==> src/rtl/asps_pkg.sv <==
// shared constants and types for the serial converter port and its host
package asps_pkg;
	localparam int SYS_CLK_NS = 4;
	localparam int RES_W = 10;
	localparam int ADDR_W = 4;
	localparam logic [4:0] XFER_SHORT = 5'h0a;
	localparam logic [4:0] XFER_LONG = 5'h10;
	localparam logic [4:0] ADDR_RISES = 5'h04;
	localparam logic [4:0] SAMPLE_FALL = 5'h04;
	localparam logic [4:0] CNT_MAX = 5'h1f;
	localparam logic [5:0] CONV_STEPS = 6'h2c;
	localparam logic [8:0] CS_FILT_EDGES = 9'h002;
	localparam int CS_FILT_NS = 2000;
	localparam int CS_FILT_CYC = (CS_FILT_NS + SYS_CLK_NS - 1) / SYS_CLK_NS;
	localparam int OSC_STEP_NS = 1000;
	localparam int OSC_STEP_CYC = OSC_STEP_NS / SYS_CLK_NS;
	localparam int SCLK_HALF_NS = 190;
	localparam int SCLK_HALF_CYC = (SCLK_HALF_NS + SYS_CLK_NS - 1) / SYS_CLK_NS;
	localparam int CS_SETUP_NS = 2425;
	localparam int CS_SETUP_CYC = (CS_SETUP_NS + SYS_CLK_NS - 1) / SYS_CLK_NS + 4 * SCLK_HALF_CYC;
	localparam int CS_HOLD_CYC = CS_FILT_CYC + 4 * SCLK_HALF_CYC;
	localparam logic [3:0] ADDR_TEST_HALF = 4'hb;
	localparam logic [3:0] ADDR_TEST_ZERO = 4'hc;
	localparam logic [3:0] ADDR_TEST_FULL = 4'hd;
	localparam logic [9:0] CODE_HALF = 10'h200;
	localparam logic [9:0] CODE_ZERO = 10'h000;
	localparam logic [9:0] CODE_FULL = 10'h3ff;
	localparam logic [9:0] RESULT_RST = 10'h000;
	typedef enum logic [1:0] {DEV_IDLE, DEV_SHIFT, DEV_CONV, DEV_TAIL} asps_dev_state_t;
	typedef enum logic [2:0] {H_IDLE, H_SETUP, H_LOW, H_HIGH, H_END, H_WAIT} asps_host_state_t;
endpackage

==> src/rtl/asps_link_if.sv <==
// serial link between the converter port and its host
`timescale 1ns/1ps
interface asps_link_if;
	logic chip_select_n;
	logic serial_shift_clock;
	logic serial_address_in;
	logic serial_result_out;
	logic serial_result_oe;
	logic conversion_clock;
	logic conversion_done_flag;
	modport dev
	(
		input chip_select_n,
		input serial_shift_clock,
		input serial_address_in,
		input conversion_clock,
		output serial_result_out,
		output serial_result_oe,
		output conversion_done_flag
	);
	modport hst
	(
		output chip_select_n,
		output serial_shift_clock,
		output serial_address_in,
		output conversion_clock,
		input serial_result_out,
		input conversion_done_flag
	);
endinterface

==> src/rtl/asps_device.sv <==
// device end: serial port sequencer, select filter and conversion step counter
`timescale 1ns/1ps
module asps_device
	import asps_pkg::*;
#(
	parameter bit INTERNAL_OSC = 1'b0
)(
	input wire logic sys_clk,
	input wire logic rst,
	asps_link_if.dev link,
	input wire logic [RES_W-1:0] analog_code,
	output logic [ADDR_W-1:0] sample_channel,
	output logic sampling,
	output logic busy
);
	asps_dev_state_t st;
	logic [3:0] sync1;
	logic [3:0] sync2;
	logic [3:0] prev;
	logic cs_acc;
	logic [8:0] filt_cnt;
	logic [7:0] osc_cnt;
	logic [4:0] fall_cnt;
	logic [4:0] rise_cnt;
	logic rise_after10;
	logic [5:0] step_cnt;
	logic [ADDR_W-1:0] addr;
	logic [RES_W-1:0] shreg;
	logic [RES_W-1:0] held;
	logic [RES_W-1:0] result;
	logic dout;
	logic dout_oe;
	logic done;

	assign link.serial_result_out = dout;
	assign link.serial_result_oe = dout_oe;
	assign link.conversion_done_flag = done;

	// edge detectors compare the second stage with prev, the stage after it
	wire cs_lvl = sync2[3];
	wire din_lvl = sync2[1];
	wire sclk_rise = sync2[2] && !prev[2];
	wire sclk_fall = !sync2[2] && prev[2];
	wire cclk_fall = !sync2[0] && prev[0];
	wire osc_tick = (osc_cnt == 8'(OSC_STEP_CYC - 1));
	wire step_tick = INTERNAL_OSC ? osc_tick : cclk_fall;

	// level must persist before it counts
	wire filt_inc = INTERNAL_OSC ? 1'b1 : cclk_fall;
	wire [8:0] filt_last = INTERNAL_OSC ? 9'(CS_FILT_CYC - 1) : CS_FILT_EDGES - 1'b1;
	wire cs_diff = (cs_lvl != cs_acc);
	wire cs_accept = cs_diff && filt_inc && (filt_cnt == filt_last);
	wire cs_fall_ok = cs_accept && cs_acc;
	wire cs_rise_ok = cs_accept && !cs_acc;

	// serial clock and address ignored while deselected
	wire sf = sclk_fall && !cs_acc;
	wire sr = sclk_rise && !cs_acc;

	// fixed step count ends the conversion
	wire conv_end = (st == DEV_CONV) && step_tick && (step_cnt == CONV_STEPS - 1'b1);
	wire tenth_fall = (st == DEV_SHIFT) && sf && (fall_cnt == XFER_SHORT - 1'b1);

	// restart on conversion end or on the 16th fall
	// no rise after the tenth means a ten-clock frame
	wire restart_conv = conv_end && !cs_acc && (!rise_after10 || fall_cnt >= XFER_LONG);
	wire restart_tail = (st == DEV_TAIL) && sf && (fall_cnt == XFER_LONG - 1'b1);
	wire start = cs_fall_ok || restart_conv || restart_tail;
	wire [RES_W-1:0] load_val = conv_end ? held : result;

	// test addresses replace the input; E and F pass it through
	wire [RES_W-1:0] conv_code =
		(addr == ADDR_TEST_HALF) ? CODE_HALF :
		(addr == ADDR_TEST_ZERO) ? CODE_ZERO :
		(addr == ADDR_TEST_FULL) ? CODE_FULL : analog_code;

	always_ff @(posedge sys_clk or posedge rst)
	begin
		if (rst)
		begin
			// idle pin levels: select high, clocks and address low, so no false edge after reset
			sync1 <= 4'h8;
			sync2 <= 4'h8;
			prev <= 4'h8;
		end
		else
		begin
			sync1 <= {link.chip_select_n, link.serial_shift_clock, link.serial_address_in, link.conversion_clock};
			sync2 <= sync1;
			prev <= sync2;
		end
	end

	always_ff @(posedge sys_clk or posedge rst)
	begin
		if (rst)
		begin
			cs_acc <= 1'b1;
			filt_cnt <= '0;
			dout_oe <= 1'b0;
			osc_cnt <= '0;
		end
		else
		begin
			osc_cnt <= osc_tick ? '0 : osc_cnt + 1'b1;
			if (!cs_diff || cs_accept)
				filt_cnt <= '0;
			else if (filt_inc)
				filt_cnt <= filt_cnt + 1'b1;
			if (cs_accept)
			begin
				cs_acc <= cs_lvl;
				dout_oe <= cs_acc;
			end
		end
	end

	always_ff @(posedge sys_clk or posedge rst)
	begin
		if (rst)
		begin
			st <= DEV_IDLE;
			fall_cnt <= '0;
			rise_cnt <= '0;
			rise_after10 <= 1'b0;
			step_cnt <= '0;
			addr <= '0;
			shreg <= '0;
			held <= '0;
			result <= RESULT_RST;
			dout <= 1'b0;
			done <= 1'b1;
			sampling <= 1'b0;
			sample_channel <= '0;
		end
		else
		begin
			if (step_tick && st == DEV_CONV)
				step_cnt <= step_cnt + 1'b1;
			// writing the result is the final step
			if (conv_end)
			begin
				result <= held;
				done <= 1'b1;
			end
			if (start)
			begin
				// reset the port, show old MSB, keep result
				st <= DEV_SHIFT;
				fall_cnt <= '0;
				rise_cnt <= '0;
				dout <= load_val[RES_W-1];
				shreg <= {load_val[RES_W-2:0], 1'b0};
				sampling <= 1'b0;
			end
			else if (cs_rise_ok && st != DEV_CONV)
			begin
				st <= DEV_IDLE;
				sampling <= 1'b0;
			end
			else
			begin
				if (conv_end)
					st <= cs_acc ? DEV_IDLE : DEV_TAIL;
				// first four rises shift the address in
				if (sr && st == DEV_SHIFT && rise_cnt < ADDR_RISES)
					addr <= {addr[ADDR_W-2:0], din_lvl};
				if (sr && st != DEV_IDLE && rise_cnt != CNT_MAX)
					rise_cnt <= rise_cnt + 1'b1;
				// a rise during conversion marks a long frame
				if (sr && st == DEV_CONV)
					rise_after10 <= 1'b1;
				if (sf && st != DEV_IDLE)
				begin
					if (fall_cnt != CNT_MAX)
						fall_cnt <= fall_cnt + 1'b1;
					// zeros follow the LSB; no timing on the clock
					dout <= shreg[RES_W-1];
					shreg <= {shreg[RES_W-2:0], 1'b0};
				end
				if (sf && st == DEV_SHIFT && fall_cnt == SAMPLE_FALL - 1'b1)
				begin
					sampling <= 1'b1;
					sample_channel <= addr;
				end
				if (tenth_fall)
				begin
					// hold and hand over to the step counter
					sampling <= 1'b0;
					held <= conv_code;
					st <= DEV_CONV;
					step_cnt <= '0;
					rise_after10 <= 1'b0;
					// done drops at the tenth fall
					done <= 1'b0;
				end
			end
		end
	end

	always_ff @(posedge sys_clk or posedge rst)
	begin
		if (rst)
			busy <= 1'b0;
		else
			busy <= (st == DEV_CONV) && !conv_end && !cs_fall_ok;
	end
endmodule

==> src/flat_wrapper.sv <==
// flat-port wrapper written by rule: the top's interface ports become plain ports
module asps_device_flat import asps_pkg::*;
#(
	parameter bit INTERNAL_OSC = 1'b0
)
  (sys_clk, rst, analog_code, sample_channel, sampling, busy, link_chip_select_n, link_serial_shift_clock, link_serial_address_in, link_conversion_clock, link_serial_result_out, link_serial_result_oe, link_conversion_done_flag);
  asps_link_if link_i ();
  input wire logic sys_clk;
  input wire logic rst;
  input wire logic [RES_W-1:0] analog_code;
  output logic [ADDR_W-1:0] sample_channel;
  output logic sampling;
  output logic busy;
  input wire logic [$bits(link_i.chip_select_n)-1:0] link_chip_select_n;
  input wire logic [$bits(link_i.serial_shift_clock)-1:0] link_serial_shift_clock;
  input wire logic [$bits(link_i.serial_address_in)-1:0] link_serial_address_in;
  input wire logic [$bits(link_i.conversion_clock)-1:0] link_conversion_clock;
  output wire logic [$bits(link_i.serial_result_out)-1:0] link_serial_result_out;
  output wire logic [$bits(link_i.serial_result_oe)-1:0] link_serial_result_oe;
  output wire logic [$bits(link_i.conversion_done_flag)-1:0] link_conversion_done_flag;
  assign link_i.chip_select_n = link_chip_select_n;
  assign link_i.serial_shift_clock = link_serial_shift_clock;
  assign link_i.serial_address_in = link_serial_address_in;
  assign link_i.conversion_clock = link_conversion_clock;
  assign link_serial_result_out = link_i.serial_result_out;
  assign link_serial_result_oe = link_i.serial_result_oe;
  assign link_conversion_done_flag = link_i.conversion_done_flag;
  asps_device #(.INTERNAL_OSC(INTERNAL_OSC)) u_core (.sys_clk(sys_clk), .rst(rst), .link(link_i), .analog_code(analog_code), .sample_channel(sample_channel), .sampling(sampling), .busy(busy));
endmodule
==> config.mk <==
export PLATFORM = sky130hd
export DESIGN_NAME = asps_device_flat
export DESIGN_NICKNAME = d
export VERILOG_FILES = /design/src/rtl/asps_pkg.sv /design/src/rtl/asps_link_if.sv /design/src/rtl/asps_device.sv /design/src/flat_wrapper.sv
export SDC_FILE = /design/constraint.sdc
export NUM_CORES = 1
export LEC_CHECK = 0
export ABC_AREA = 1
export BUFFER_PORTS_ARGS = -buffer_cell sky130_fd_sc_hd__clkbuf_2
export CAP_MARGIN = 20
export CORE_ASPECT_RATIO = 1.1
export CORE_MARGIN = 2
export CORE_UTILIZATION = 45
export DETAILED_ROUTE_END_ITERATION = 10
export PLACE_DENSITY = 0.72
export SLEW_MARGIN = 20
export SYNTH_ARGS = -nofsm -noshare
export SYNTH_HDL_FRONTEND = slang
export SYNTH_SLANG_ARGS = --single-unit
==> constraint.sdc <==
create_clock -name sys_clk -period 7.25 [get_ports sys_clk]
set_input_delay 0.725 -clock sys_clk [delete_from_list [all_inputs] [get_ports sys_clk]]
set_output_delay 0.725 -clock sys_clk [all_outputs]
set_load 0.02 [all_outputs]
==> results.cfg <==
[placement]
gp_congestion = 0.901
dp_hpwl_um = 5610
portBuffers = 24
pre_cts_ws_ns = 4.61

[clock_network]
cts_resized = 0
htreeDepth = 3
cts_tree = done
cts_buffers = 9
cts_sinks = 81
clk-insertion-delay-late_ns = 0.37
cts_setup_buffers = 0
cts_hold_buffers = 0
cts-root-buf = clkbuf_8
clkTransAtPathRegs_ns = 0.08
clock_path_buffers = 2

[floorplanning]
fp.coreArea_um2 = 8870
die_y_um = 104
start_util = 0.463
die_area_um2 = 9910
die_w_um = 95.1
rows = 36
io_pins = 25

[critical_path]
path_cells = ha_1 -> nand2_1 -> nor2_1 -> ha_1 -> nand4_1 -> nand2_2 -> nor2_2 -> buf_4 -> nand3_2 -> inv_1 -> nor2_1
crit_start = u_core.fall_cnt[0]$_DFFE_PP0P_
cp_slowest_cell = dfrtp_1
r2r-end = u_core.step_cnt[3]$_DFF_PP0_
worstPathRequired_ns = 7.50
crit_fanout = 29
cp-end-kind = flip-flop
r2r_slack_ns = 4.63
r2r_cells = 11
critPathLaunchType = flip-flop
r2r-start = u_core.fall_cnt[0]$_DFFE_PP0P_
worstPathArrival_ns = 2.87
crit_path_max_incr_delay_ns = 0.42
setup.worst_path.class = reg2reg

[yosys]
synth_cell_types = 33
synth_top_area_frac = 0.469
seq_area_frac_synth = 0.495
synth_edf_count = 0
synthMuxAreaShare = 0.00244
synth_compound_area_frac = 0.0585
syn_nets = 535
syn_inst = 510
yosys-top-cells-area = dfrtp_1 (47%), nand2_1 (14%), inv_1 (6.4%)
synthArstFlopShare = 1.00
ys.flop_type = dfrtp_1
syn_area_um2 = 4110
synthXorXnorAreaFrac = 0.0128
synth-adder-area-share = 0.0274
yosys.area_share.simple = 0.311
synth.avg_cell_area_um2 = 8.06
synth_top_family_by_area = simple AND/OR/NAND/NOR gates
synth_seq_cells = 81
yosysTopAreaCell = dfrtp_1
yosysWarnings = 0

[power_and_ir_drop]
p_per_area_nw_per_um2 = 258
p_leak_nw = 2.39
peakVddDrop_v = 0.000155

[detailed_routing]
num_vias = 3258
drtIter0Drc = 127
vias_per_cell = 5.00
drc = 0
antenna_left = 0
wirelength_um = 7890
wire_per_inst_um = 12.1
drt-pass1-iter-count = 4

[timing]
period_share = 0.362
worst_slack_ns = 4.63
final-setup-viol-count = 0
hold_viol = 0
timing_max_transition_violations_final = 0
whs_ns = 0.345
rsz0062_at_grt = no
worst_pin_slew_ns = 0.862
fin_tns_setup_ns = 0
skew_ns = 0.00997
min_period_ns = 2.62
max_freq_mhz = 381
slew_headroom = 0.420

[layout]
drive_gt1_frac = 0.123
fillers = 834
syn2layout_area_growth_pct = 10.7
fin_nets = 558
n_antenna_cell = 0

[global_routing]
grt_pass1_vias = 3285
track_usage = 0.181
grt_pass1_wl_um = 14200
antenna_found_initial = 0
grt-ovfl-total = 0
grt_max_degree = 82

[worst_hold_path]
hold_path_startpoint = u_core.sync1[0]$_DFF_PP0_
hold_path_class = reg2reg
whs_path_depth = 0
min_to = u_core.sync2[0]$_DFF_PP0_

[run]
cap_violations = 0

[run_status]
status = finished, final reports clean
[cells by family after synthesis]
kind of cell	count (synthesis)
buffers and inverters	86
AOI/OAI and AO/OA	46
DFF	81
muxes	1
adders and majority gates	9
and+or+nand+nor	281
xor gates and xnor gates	6
[final cells by class]
cell class	count	area [um2]	share of cell area
clock buffers	9	124	0.0272
clock inverters	7	141	0.0311
inverters	72	272	0.0597
multi-input cells	343	1700	0.373
flip-flops and latches	81	2030	0.447
well taps	114	143	0.0314
repair buffers	26	139	0.0305
[cell usage after synthesis (4+ instances only)]
library cell,count
nand2_1,148
dfrtp_1,77
inv_1,70
nor2_1,57
nand4_1,31
o21ai_0,28
a21oi_1,14
nand3_1,13
ha_1,9
nor3_1,9
buf_2,6
dfstp_2,4
nand3_2,4
nand3b_1,4
xor2_1,4
[report_power, final]
part	switching (W)	internal, W
clock	0.000166	0.000264
combinational	0.000127	0.0000639
sequential	0.0000474	0.000507
[stage by stage]
step,power [W],std cells,instance area (um2),util
4_1_cts,0.00119,652,4540,0.512
3_3_place_gp,0.000745,636,4280,0.482
3_5_place_dp,0.000756,636,4280,0.482
2_1_floorplan,0.000704,510,4110,-
5_1_grt,0.00125,652,4550,0.513
6_report,0.00117,652,4550,0.513
[worst max path at each step]
| stage | endpoint | cells past startpoint |
|---|---|---|
| 3_3_place_gp | u_core.step_cnt[5]$_DFF_PP0_ | 11 |
| 4_1_cts | u_core.step_cnt[3]$_DFF_PP0_ | 11 |
| 6_report | u_core.step_cnt[3]$_DFF_PP0_ | 11 |
| 2_1_floorplan | u_core.addr[0]$_DFFE_PP0P_ | 1 |
| 5_1_grt | u_core.step_cnt[3]$_DFF_PP0_ | 11 |
| 3_5_place_dp | u_core.step_cnt[3]$_DFF_PP0_ | 11 |
[placed cells by master (no fill, tap or decap), drive strengths merged, types with 9 or more instances in the layout]
| cell | n |
|---|---|
| inv | 72 |
| dfrtp | 77 |
| clkbuf | 33 |
| a21oi | 14 |
| nor3 | 9 |
| ha | 9 |
| o21ai | 28 |
| nor2 | 63 |
| nand4 | 31 |
| nand3 | 18 |
| nand2 | 152 |
[routing by layer]
| layer | share of wire | wire length (um) | vias to the layer above | global-route usage |
|---|---|---|---|---|
| met3 | 0.047 | 371 | 11 | 0.0529 |
| met5 | 0 | 0 | - | 0 |
| met1 | 0.45 | 3580 | 1525 | 0.224 |
| met4 | 0.018 | 139 | 0 | 0.0683 |
| li1 | - | - | 1659 | - |
| met2 | 0.48 | 3800 | 63 | 0.295 |
[worst max-delay path: cells and delay by family (launching register included)]
family                   cells  cell delay [ns]
flip-flops                   1             0.42
adder cells (fa/ha/maj)      2             0.41
AND/OR/NAND/NOR              7             1.03
buffers and inverters        2             0.63
[flip-flops by register name, indices dropped and copies added, names as in the netlist, 2 cells and up]
name and cells:
u_core.addr 4, u_core.fall_cnt 5, u_core.filt_cnt 9, u_core.held 10, u_core.prev 2, u_core.result 10, u_core.rise_cnt 5, u_core.sample_channel 4
u_core.shreg 9, u_core.st 2, u_core.step_cnt 6, u_core.sync1 4, u_core.sync2 4
No activity file was read; power rests on OpenSTA's default activity.
